[src/rtl/ldir_regs.svh]
// configuration indices, device numbers and decode constants
// Behaviour
// floppy base 100h-ff8h, 8-aligned, seven offsets
// parallel base 4-aligned; EPP needs 8-aligned
// parallel extended registers at base+400h..402h
// keyboard fixed at 60h and 64h
// decode uses address bits 11..0 only
// level low nibble picks irq, zero none
// irqs active high, parallel enhanced modes inverted
// floppy irq needs level and dma enable
// parallel irq needs enable, service mask clear in ecp modes
// serial irq needs uart enable, aux two
// unclaimed irq lines stay released
// base high at 60h, low at 61h
// activate is one bit, taken from bit 0 of the written data
// out-of-range base ignores host accesses
// host enters configuration state before access
// claimed line follows request, drops one cycle after claim lapses
`ifndef LDIR_REGS_SVH
`define LDIR_REGS_SVH
`define LDIR_IDX_ACT 8'h30
`define LDIR_IDX_BASE_HI 8'h60
`define LDIR_IDX_BASE_LO 8'h61
`define LDIR_IDX_IRQ 8'h70
`define LDIR_LDN_FLOPPY 8'h00
`define LDIR_LDN_PAR 8'h03
`define LDIR_LDN_SER1 8'h04
`define LDIR_LDN_SER2 8'h05
`define LDIR_LDN_KEYB 8'h07
`define LDIR_NDEV 5
`define LDIR_DEV_FLOPPY 0
`define LDIR_DEV_PAR 1
`define LDIR_DEV_SER1 2
`define LDIR_DEV_SER2 3
`define LDIR_DEV_KEYB 4
`define LDIR_BASE_MIN 16'h0100
`define LDIR_BASE_MAX8 16'h0ff8
`define LDIR_BASE_MAX4 16'h0ffc
`define LDIR_FLOPPY_HOLE 3'h6
`define LDIR_PAR_STD_END 2'h3
`define LDIR_EPP_FIRST 3'h3
`define LDIR_EXT_OFS 12'h400
`define LDIR_EXT_LAST 2'h2
`define LDIR_KEYB_DATA 12'h060
`define LDIR_KEYB_CMD 12'h064
`define LDIR_LVL_NONE 4'h0
`define LDIR_ECR_FIFO 3'h2
`define LDIR_ECR_ECP 3'h3
`define LDIR_ECR_EPP 3'h4
`define LDIR_ECR_TEST 3'h6
`endif

[src/rtl/ldir_pkg.sv]
// shared types for the logical device decode and irq steering
package ldir_pkg;
  typedef struct packed {
    logic floppy_cs;
    logic [2:0] floppy_ofs;
    logic par_cs;
    logic [2:0] par_ofs;
    logic par_ext_cs;
    logic [1:0] par_ext_ofs;
    logic [1:0] ser_cs;
    logic [2:0] ser_ofs;
    logic keyb_cs;
    logic keyb_cmd;
    logic rd;
    logic wr;
  } ldir_sel_t;

  typedef struct packed {
    logic floppy_dma_irq_enable;
    logic port_interrupt_enable;
    logic service_interrupt_mask;
    logic [2:0] ecr_mode;
    logic [3:0] uart_ier0;
    logic [3:0] uart_ier1;
    logic [1:0] aux_output_two;
  } ldir_unit_t;
endpackage

[src/rtl/ldir_irq_route.sv]
// steers device interrupt requests onto the fifteen irq lines
`timescale 1ns/100ps
module ldir_irq_route (
  input wire logic clk_i,
  input wire logic srst_i,
  input wire logic [19:0] lvl_i,
  input wire logic [4:0] en_i,
  input wire logic [4:0] req_i,
  output logic [15:1] line_o,
  output logic [15:1] oe_o
);
  logic [15:1] line_nxt;
  logic [15:1] oe_nxt;
  genvar gn;
  genvar gd;
  generate
    for (gn = 1; gn < 16; gn++) begin : g_line
      wire [4:0] claim;
      for (gd = 0; gd < 5; gd++) begin : g_dev
        assign claim[gd] = en_i[gd] && (lvl_i[4*gd +: 4] == 4'(gn));
      end
      assign oe_nxt[gn] = |claim;
      assign line_nxt[gn] = |(claim & req_i);
    end
  endgenerate

  always_ff @(posedge clk_i) begin
    if (srst_i) begin
      line_o <= '0;
      oe_o <= '0;
    end else begin
      line_o <= line_nxt;
      oe_o <= oe_nxt;
    end
  end
endmodule

[src/rtl/ldir_top.sv]
// logical device configuration registers, i/o decode and irq routing
`timescale 1ns/100ps
`include "ldir_regs.svh"
module ldir_top (
  input wire logic clk_i,
  input wire logic srst_i,
  input wire logic cfg_mode_i,
  input wire logic [7:0] ldn_i,
  input wire logic [7:0] cfg_index_i,
  input wire logic [7:0] cfg_wdata_i,
  input wire logic cfg_wr_i,
  input wire logic cfg_rd_i,
  output logic [7:0] cfg_rdata_o,
  input wire logic [15:0] io_addr_i,
  input wire logic io_rd_i,
  input wire logic io_wr_i,
  input wire ldir_pkg::ldir_unit_t unit_i,
  input wire logic [4:0] unit_irq_req_i,
  output ldir_pkg::ldir_sel_t sel_o,
  output logic [4:0] dev_active_o,
  output logic [4:0] base_valid_o,
  output logic [15:1] irq_line_o,
  output logic [15:1] irq_oe_o
);
  localparam logic [39:0] LDN_CODES = {`LDIR_LDN_KEYB, `LDIR_LDN_SER2, `LDIR_LDN_SER1,
    `LDIR_LDN_PAR, `LDIR_LDN_FLOPPY};

  logic [7:0] rdata_r;
  logic [4:0] valid_r;
  ldir_pkg::ldir_sel_t sel_r;
  ldir_pkg::ldir_sel_t sel_nxt;
  logic [7:0] rd_mux;
  wire [4:0] ldn_hit;
  wire [4:0] base_ok;
  wire [4:0] act_w;
  wire [15:0] base_w [5];
  wire [3:0] lvl_w [5];
  wire [7:0] rd_part [5];

  // configuration port is only reachable in configuration state
  wire cfg_we = cfg_wr_i & cfg_mode_i;
  wire cfg_re = cfg_rd_i & cfg_mode_i;
  wire idx_act = cfg_index_i == `LDIR_IDX_ACT;
  wire idx_hi = cfg_index_i == `LDIR_IDX_BASE_HI;
  wire idx_lo = cfg_index_i == `LDIR_IDX_BASE_LO;
  wire idx_irq = cfg_index_i == `LDIR_IDX_IRQ;

  genvar gi;
  generate
    for (gi = 0; gi < `LDIR_NDEV; gi++) begin : g_dev
      localparam bit RELOC = (gi != `LDIR_DEV_KEYB);
      logic act_r;
      logic [15:0] base_r;
      logic [3:0] lvl_r;
      wire we = cfg_we & ldn_hit[gi];
      assign ldn_hit[gi] = ldn_i == LDN_CODES[8*gi +: 8];
      always_ff @(posedge clk_i) begin
        if (srst_i) begin
          act_r <= 1'b0;
          base_r <= 16'h0000;
          lvl_r <= `LDIR_LVL_NONE;
        end else begin
          if (we && idx_act) act_r <= cfg_wdata_i[0];
          if (we && idx_hi && RELOC) base_r[15:8] <= cfg_wdata_i;
          if (we && idx_lo && RELOC) base_r[7:0] <= cfg_wdata_i;
          if (we && idx_irq) lvl_r <= cfg_wdata_i[3:0];
        end
      end
      assign act_w[gi] = act_r;
      assign base_w[gi] = base_r;
      assign lvl_w[gi] = lvl_r;
      // second base pair and unused indices read zero
      assign rd_part[gi] = !ldn_hit[gi] ? 8'h00 :
        idx_act ? {7'h00, act_r} :
        idx_hi ? base_r[15:8] :
        idx_lo ? base_r[7:0] :
        idx_irq ? {4'h0, lvl_r} : 8'h00;
      if (gi == `LDIR_DEV_KEYB) begin : g_fixed
        assign base_ok[gi] = 1'b1;
      end else if (gi == `LDIR_DEV_PAR) begin : g_par
        assign base_ok[gi] = base_r >= `LDIR_BASE_MIN && base_r <= `LDIR_BASE_MAX4 &&
          base_r[1:0] == 2'h0;
      end else begin : g_oct
        assign base_ok[gi] = base_r >= `LDIR_BASE_MIN && base_r <= `LDIR_BASE_MAX8 &&
          base_r[2:0] == 3'h0;
      end
    end
  endgenerate

  always_comb begin
    rd_mux = 8'h00;
    for (int i = 0; i < `LDIR_NDEV; i++) begin
      rd_mux = rd_mux | rd_part[i];
    end
  end

  // i/o decode on the low twelve address bits
  wire [11:0] a12 = io_addr_i[11:0];
  wire io_stb = io_rd_i | io_wr_i;
  wire [4:0] live = act_w & base_ok;
  wire [11:0] fb = base_w[`LDIR_DEV_FLOPPY][11:0];
  wire [11:0] pb = base_w[`LDIR_DEV_PAR][11:0];
  wire [11:0] s1b = base_w[`LDIR_DEV_SER1][11:0];
  wire [11:0] s2b = base_w[`LDIR_DEV_SER2][11:0];
  wire epp_ok = pb[2:0] == 3'h0;
  wire [11:0] ext_b = 12'(pb + `LDIR_EXT_OFS);
  wire fl_hit = live[`LDIR_DEV_FLOPPY] && a12[11:3] == fb[11:3] &&
    a12[2:0] != `LDIR_FLOPPY_HOLE;
  wire pp_std = live[`LDIR_DEV_PAR] && a12[11:2] == pb[11:2] &&
    a12[1:0] < `LDIR_PAR_STD_END;
  wire pp_epp = live[`LDIR_DEV_PAR] && epp_ok && a12[11:3] == pb[11:3] &&
    a12[2:0] >= `LDIR_EPP_FIRST;
  wire pp_ext = live[`LDIR_DEV_PAR] && a12[11:2] == ext_b[11:2] &&
    a12[1:0] <= `LDIR_EXT_LAST;
  wire s1_hit = live[`LDIR_DEV_SER1] && a12[11:3] == s1b[11:3];
  wire s2_hit = live[`LDIR_DEV_SER2] && a12[11:3] == s2b[11:3];
  wire kb_hit = live[`LDIR_DEV_KEYB] && (a12 == `LDIR_KEYB_DATA || a12 == `LDIR_KEYB_CMD);

  always_comb begin
    sel_nxt = '0;
    sel_nxt.floppy_cs = io_stb & fl_hit;
    sel_nxt.floppy_ofs = a12[2:0];
    sel_nxt.par_cs = io_stb & (pp_std | pp_epp);
    sel_nxt.par_ofs = epp_ok ? a12[2:0] : {1'b0, a12[1:0]};
    sel_nxt.par_ext_cs = io_stb & pp_ext;
    sel_nxt.par_ext_ofs = a12[1:0];
    sel_nxt.ser_cs = {io_stb & s2_hit, io_stb & s1_hit};
    sel_nxt.ser_ofs = a12[2:0];
    sel_nxt.keyb_cs = io_stb & kb_hit;
    sel_nxt.keyb_cmd = a12 == `LDIR_KEYB_CMD;
    sel_nxt.rd = io_rd_i;
    sel_nxt.wr = io_wr_i;
  end

  always_ff @(posedge clk_i) begin
    if (srst_i) begin
      sel_r <= '0;
      rdata_r <= 8'h00;
      valid_r <= 5'h00;
    end else begin
      sel_r <= sel_nxt;
      valid_r <= base_ok;
      if (cfg_re) rdata_r <= rd_mux;
    end
  end

  // interrupt qualification per device
  wire [2:0] ecr = unit_i.ecr_mode;
  wire ecp_mode = ecr == `LDIR_ECR_FIFO || ecr == `LDIR_ECR_ECP || ecr == `LDIR_ECR_TEST;
  wire par_inv = ecp_mode || ecr == `LDIR_ECR_EPP;
  wire [4:0] irq_en;
  assign irq_en[`LDIR_DEV_FLOPPY] = live[`LDIR_DEV_FLOPPY] & unit_i.floppy_dma_irq_enable;
  assign irq_en[`LDIR_DEV_PAR] = live[`LDIR_DEV_PAR] & unit_i.port_interrupt_enable &
    ~(ecp_mode & unit_i.service_interrupt_mask);
  assign irq_en[`LDIR_DEV_SER1] = live[`LDIR_DEV_SER1] & (|unit_i.uart_ier0) &
    unit_i.aux_output_two[0];
  assign irq_en[`LDIR_DEV_SER2] = live[`LDIR_DEV_SER2] & (|unit_i.uart_ier1) &
    unit_i.aux_output_two[1];
  assign irq_en[`LDIR_DEV_KEYB] = live[`LDIR_DEV_KEYB];
  wire [4:0] req_pol = unit_irq_req_i ^ {3'h0, par_inv, 1'b0};
  wire [19:0] lvl_flat = {lvl_w[4], lvl_w[3], lvl_w[2], lvl_w[1], lvl_w[0]};

  ldir_irq_route u_route (
    .clk_i(clk_i),
    .srst_i(srst_i),
    .lvl_i(lvl_flat),
    .en_i(irq_en),
    .req_i(req_pol),
    .line_o(irq_line_o),
    .oe_o(irq_oe_o)
  );

  assign cfg_rdata_o = rdata_r;
  assign sel_o = sel_r;
  assign dev_active_o = act_w;
  assign base_valid_o = valid_r;
endmodule

[config.mk]
export PLATFORM = sky130hd
export DESIGN_NAME = ldir_top
export DESIGN_NICKNAME = d
export VERILOG_FILES = /design/src/rtl/ldir_pkg.sv /design/src/rtl/ldir_irq_route.sv /design/src/rtl/ldir_top.sv
export VERILOG_INCLUDE_DIRS = /design/src /design/src/rtl
export SDC_FILE = /design/constraint.sdc
export NUM_CORES = 1
export LEC_CHECK = 0
export BUFFER_PORTS_ARGS = -buffer_cell sky130_fd_sc_hd__clkbuf_2
export CAP_MARGIN = 20
export CORE_MARGIN = 4
export CORE_UTILIZATION = 45
export DETAILED_ROUTE_END_ITERATION = 8
export PLACE_DENSITY = 0.7
export SKIP_LAST_GASP = 1
export SLEW_MARGIN = 25
export SYNTH_ARGS = -nofsm -noshare
export SYNTH_HDL_FRONTEND = slang
export SYNTH_SLANG_ARGS = --single-unit
[constraint.sdc]
create_clock -name clk_i -period 2.8 [get_ports clk_i]
set_input_delay 0.14 -clock clk_i [delete_from_list [all_inputs] [get_ports clk_i]]
set_output_delay 0.14 -clock clk_i [all_outputs]
set_load 0.1 [all_outputs]
# Word level (Yosys, flattened, before mapping)
# Cells that the tools add are included.
totals:
  register_bits: 149
  input_bits: 68
classes:
  add_sub_neg: 1
  n_lt_le_gt_ge: 11
  n_eq_ne: 96
  n_mux: 26
  bitwise: 46
  reduce_logical: 156
ops:
  columns: ["cell", "n"]
  rows:
  - ["4-bit equality test, second input constant", 40]
  - ["5-bit OR reduction", 30]
  - ["8-bit 2-to-1 mux", 16]
  - ["1-bit logical AND", 113]
  - ["5-bit bitwise AND", 16]
  - ["4-bit by 3-bit equality test with 1-bit output, second input constant", 20]
  - ["16-bit by 9-bit >= comparator with 1-bit output, second input constant", 4]
  - ["16-bit by 12-bit less-or-equal comparator with 1-bit output, second input constant", 4]
  - ["4-bit by 2-bit equality test with 1-bit output, second input constant", 10]
  - ["9-bit equality test", 4]
  - ["4-bit 2-to-1 mux", 9]
  - ["12-bit by 7-bit equality test with 1-bit output, second input constant", 2]
  - ["8-bit by 3-bit equality test with 1-bit output, second input constant", 3]
  - ["8-bit by 7-bit equality test with 1-bit output, second input constant", 3]
  - ["8-bit bitwise OR", 3]
  - ["1-bit bitwise AND", 21]
  - ["10-bit equality test", 2]
  - ["4-bit by 1-bit equality test with 1-bit output, second input constant", 5]
  - ["12-bit by 11-bit adder with 12-bit output, second input constant", 1]
  - ["3-bit zero test", 4]
  - ["8-bit by 2-bit equality test with 1-bit output, second input constant", 1]
  - ["8-bit by 6-bit equality test with 1-bit output, second input constant", 1]
  - ["8-bit zero test", 1]
  - ["8-bit by 4-bit bitwise OR with 8-bit output", 1]
  - ["other kinds (14)", 22]

# Logic depth before layout (Yosys ltp)
logic_depth:
  depth_word: 10
  depth_mapped: 8

# Hierarchy
# Synthesis repeated with hierarchy kept, for this count alone.
unflattened:
  cells_unflattened: 964
  area_unflattened_um2: 7897.6
modules_own_cells:
  columns: ["mod", "n_inst", "cells_per_inst", "area_each_um2"]
  rows:
  - ["ldir_top", 1, 738, 5913.2]
  - ["ldir_irq_route", 1, 226, 1984.4]

# Worst setup path before layout
# No wires, ideal clock.
synth_path:
  path_type: "input-to-reg"
  from: "in ldn_i[5]"
  to: "reg g_dev[1].base_r[2]"
  setup_ns: 0.128
  t_arrival_ns: 1.963
  required_ns: 2.672
  setup_slack_ns: 0.710
  stages: 6
  n_path_buf: 1
  cell_sequence: "or4_1 > buf_2 > or4_4 > nor3_4 > mux2i_1 > nor2_1"
synth_via:
  elab_chain_cells: 3
synth_lines:
  columns: ["element", "line", "source"]
  rows:
  - ["from (decl)", "ldir_top.sv:8", "input wire logic [7:0] ldn_i,"]
  - ["8-bit by 2-bit equality test with 1-bit output", "ldir_top.sv:56", "assign ldn_hit[gi] = ldn_i == LDN_CODES[8*gi +: 8];"]
  - ["1-bit bitwise AND", "ldir_top.sv:55", "wire we = cfg_we & ldn_hit[gi];"]
  - ["1-bit logical AND", "ldir_top.sv:65", "if (we && idx_lo && RELOC) base_r[7:0] <= cfg_wdata_i;"]
  - ["to (signal assigned)", "ldir_top.sv:65", null]
  - ["to (decl)", "ldir_top.sv:53", "logic [15:0] base_r;"]
# No other way between the ends.
# A chain may end at the register's enable or synchronous reset.

# Final worst setup path
layout_path:
  from: "reg g_dev[3].base_r[8]"
  to: "reg u_route.oe_o[13] (netlist bit)"
layout_via:
  elab_chain_cells: 8
  elab_cells_between_ends: 9
layout_lines:
  columns: ["element", "line", "source"]
  rows:
  - ["from (decl)", "ldir_top.sv:53", null]
  - ["from (signal assigned)", "ldir_top.sv:64", "if (we && idx_hi && RELOC) base_r[15:8] <= cfg_wdata_i;"]
  - ["16-bit by 9-bit >= comparator with 1-bit output (no source line) or 16-bit by 12-bit less-or-equal comparator with 1-bit output (tied branches)", null, null]
  - ["1-bit logical AND (no source line) *", null, null]
  - ["1-bit logical AND *", "ldir_top.sv:84", "assign base_ok[gi] = base_r >= `LDIR_BASE_MIN && base_r <= `LDIR_BASE_MAX8 &&"]
  - ["5-bit bitwise AND *", "ldir_top.sv:100", "wire [4:0] live = act_w & base_ok;"]
  - ["1-bit bitwise AND * (2 in a row)", "ldir_top.sv:157", "assign irq_en[`LDIR_DEV_SER2] = live[`LDIR_DEV_SER2] & (|unit_i.uart_ier1) &"]
  - ["1-bit logical AND *", "ldir_irq_route.sv:20", "assign claim[gd] = en_i[gd] && (lvl_i[4*gd +: 4] == 4'(gn));"]
  - ["5-bit OR reduction *", "ldir_irq_route.sv:22", "assign oe_nxt[gn] = |claim;"]
  - ["to (signal assigned)", "ldir_irq_route.sv:33", "oe_o <= oe_nxt;"]
  - ["to (decl)", "ldir_irq_route.sv:10", "output logic [15:1] oe_o"]
# Every way passes the cells marked *; elsewhere a longest branch is shown, timed or not.

==> flow_summary.ini <==
[cts]
htree_levels = 4
cts_root_buf = sky130_fd_sc_hd__clkbuf_16
inserted_clock_buffers = 17
clock_sink_count = 145
clock_insertion_delay_worst_skew_ns = 0.43
worst_setup_hold_path_clk_slew_ns = 0.06
post-cts-setup-buffer-count = 0
tritoncts = done
cts_max_path_buffers = 2

[worst_setup_path]
r2r_slack_ns = 0.51
timing.rr.end = u_route.oe_o[13]$_SDFF_PP0_
crit-reg2reg-launch = g_dev[3].base_r[8]$_SDFFE_PP0P_
logic_depth_of_the_worst_register_to_register_path = 6
setup_cp_type = reg -> reg
critical-path-slowest-cell = sky130_fd_sc_hd__or4_1
slowest_delay_ns = 0.56
startpoint_type = register
startpoint = g_dev[3].base_r[8]$_SDFFE_PP0P_
critical_path.top_delay_family = simple AND/OR/NAND/NOR gates
critical_path_required_ns = 3.09
critical_path.n_buffers_inverters = 1
critical_path_depth = 6
worstSetupEndpoint = u_route.oe_o[13]$_SDFF_PP0_
worstPathCellList = or4_1 -> nand2_1 -> nor3_1 -> buf_4 -> a221oi_1 -> a31oi_1
cp.arrival_ns = 2.57
critical_path_peak_fanout = 12
end_kind = register

[cells_and_area]
layout.cells.non_filler = 1350
areaGrowthSynthToFinish_pct = 19.99
most_used_cells_in_the_layout_excluding_fill_and_tap_cells = 145 x sky130_fd_sc_hd__dfxtp_1, 130 x sky130_fd_sc_hd__clkbuf_2, 129 x sky130_fd_sc_hd__nand2_1, 89 x sky130_fd_sc_hd__nor2_1, 81 x sky130_fd_sc_hd__a21oi_1
insertedDiodeCount = 0
multiInputGateArea_um2 = 4573
fraction_of_final_layout_cells_sized_beyond_drive_strength_1_pct = 20.62
nets_finish = 1182
mostFrequentLayoutCell = sky130_fd_sc_hd__dfxtp_1
ff_latch_area_um2 = 2903
fillers = 1607

[floorplanning]
fp.dieH_um = 140.5
boundaryPins = 136
core-area_um2 = 17240
die_width_um = 140.5
std_cell_rows = 48
floorplan.initialDensity_pct = 45.86
dieArea_um2 = 19750

[run]
number_of_max_capacitance_violations_reported = 0

[detailed_routing]
antenna_violating_nets_post_route = 0
route.final.wire_length_um = 28750
detailedRoute.firstPassIterationCount = 7
detail_route.wl_per_cell_um = 21.29
drt_first_iter_violations = 1251
viasPerCell = 6.216
remaining_drc_errors = 0
routed-via-count = 8391

[synth]
syn_nets = 1069
synth_area_leaders = sky130_fd_sc_hd__dfxtp_1 37%, sky130_fd_sc_hd__nand2_1 6.1%, sky130_fd_sc_hd__mux2i_1 5.8%
postSynth.asyncResetShare_pct = 0
post_synth_num_cell_types = 62
postSynthAreaPerCell_um2 = 7.905
yosysWarningCount = 0
synth_top_area_share_pct = 36.72
synth_cells = 1000
post_synth_top_area_cell = sky130_fd_sc_hd__dfxtp_1
synth_seq_area_share_pct = 36.72
ff_latch_count_synth = 145
synth-edff-count = 0
mappedNetlistArea_um2 = 7905
most_used_flip_flop_cell_after_synthesis = sky130_fd_sc_hd__dfxtp_1

[placed_design]
dp.final_hpwl_um = 20760
placement.setup.worst_slack_ns = 0.4499
place.detailed.instances = 1314
globalplace.congestion = 0.9902
port_buffers = 131

[sta]
timing.setup.tns_ns = 0
setup_repair_after_global_routing_missed_its_margin = false
number_of_slew_limit_violations_in_the_final_report = 0
worst-slew-pin-transition_ns = 0.7548
hold_viol = 0
setup_viol = 0
fin_worst_skew_ns = 0.01024
fin_crit_ns = 2.287
achievable-frequency_ghz = 0.4373
worst_slack_ns = 0.5130
slew_headroom_pct = 49.58
timing.final.crit_share_pct = 81.68

[global_routing]
antenna_found_initial = 0
grt_start_max_net_pins = 137
number_of_global_route_vias_before_repair = 7746
grt_first_pass_wirelength_um = 45060
grt_overflow_total = 0
grt_usage_pct = 28.91

[power_and_ir_drop]
p_leak_nw = 3.399
total_power_w = 0.004883
vdd.ir_drop.worst_v = 0.0004194
cellPowerDensity_nw_per_um2 = 514.8

[worst_hold_path]
min-delay-path-class = in -> reg

[outcome]
status = complete, no violations
[where the power goes]
part | internal [W] | switching [W] | leakage [nW] | total (W)
Sequential | 0.00207 | 0.00000311 | 1.17 | 0.00207
Clock | 0.00149 | 0.000930 | 0.294 | 0.00242
Combinational | 0.000102 | 0.000288 | 1.94 | 0.000390
Total | 0.00366 | 0.00122 | 3.40 | 0.00488
[kinds of logic (layout without fill, tap and decap cells)]
kind of cell	count (synthesis)	in the layout	synth area share, %
DFF	145	145	36.72
adders and majority gates	1	1	0.1583
buffers and inverters	102	227	5.666
AOI/OAI and AO/OA	211	211	17.06
muxes	51	51	6.537
xor gates and xnor gates	38	38	4.210
and+or+nand+nor	452	452	29.65
[flip-flops by register name, indices dropped and copies added (netlist names)]
register	cells
base_valid_o	5
cfg_rdata_o	8
g_dev.act_r	5
g_dev.base_r	64
g_dev.lvl_r	20
sel_o	13
u_route.line_o	15
u_route.oe_o	15
[worst min path at each step]
stage | to | from | cells past startpoint
finish | g_dev[1].base_r[13]$_SDFFE_PP0P_ | cfg_wdata_i[5] | 3
global route | u_route.line_o[10]$_SDFF_PP0_ | unit_irq_req_i[3] | 3
floorplan | sel_o[0]$_SDFF_PP0_ | io_wr_i | 1
CTS | g_dev[1].base_r[13]$_SDFFE_PP0P_ | cfg_wdata_i[5] | 3
detailed placement | sel_o[0]$_SDFF_PP0_ | io_wr_i | 2
global placement | sel_o[1]$_SDFF_PP0_ | io_rd_i | 2
[worst min-delay path: cells and delay by family]
| family | cells | cell delay (ns) |
|---|---|---|
| AO/OA/AOI/OAI | 1 | 0.06 |
| AND/OR/NAND/NOR | 1 | 0.09 |
| buffers and inverters | 1 | 0.18 |
[layout make-up]
class	instances	share of cell area (%)
multi-input combinational	753	48.21
sequential	145	30.60
timing repair buffer	180	11.08
clock buffer	19	4.564
tap	225	2.968
clock inverter	12	1.939
inverter	16	0.6332
[synthesized netlist by cell type, drive strengths merged (3+ instances only)]
library cell	count
nand4	12
nor4	32
nand2	129
a211oi	10
a31oi	31
o2bb2ai	4
nor3	26
and2	15
a22oi	23
or4	12
xnor2	25
xor2	13
or3b	3
a32oi	11
nor2b	20
nand3	70
dfxtp	145
o22ai	6
nand2b	5
nor2	89
a221oi	14
o21ai	15
a21oi	81
nand3b	7
or3	3
mux2i	46
inv	16
a21o	3
clkbuf	60
mux2	5
nor4b	7
and3b	7
buf	26
nor3b	5
[through the flow]
| step | hold WS [ns] | cell area (µm²) | util (%) |
|---|---|---|---|
| final | 0.08505 | 9485 | 55.03 |
| after floorplan | 0.2682 | 7905 | - |
| after global placement | 0.3651 | 8812 | 51.13 |
| after detailed placement | 0.3874 | 8818 | 51.16 |
| after global routing | 0.1052 | 9485 | 55.03 |
| after CTS | 0.08157 | 9485 | 55.03 |
[metal layers]
layer / part of all wire, % / up-vias / track usage [%] / wire length [µm]
met5: 0 / - / 0 / 0
met4: 3.8 / 0 / 12.09 / 1104
met3: 11 / 85 / 5.804 / 3094
met2: 45 / 557 / 44.56 / 13030
met1: 40 / 3903 / 39.55 / 11510
li1: - / 3846 / - / -
[repair_timing]
| action | 4_1_cts | 5_1_grt |
|---|---|---|
| endpoints found under the hold margin | 5 | 0 |
| hold buffers | 5 | 0 |
| gates resized for setup | 0 | 0 |
(Power assumes the default switching activity.)
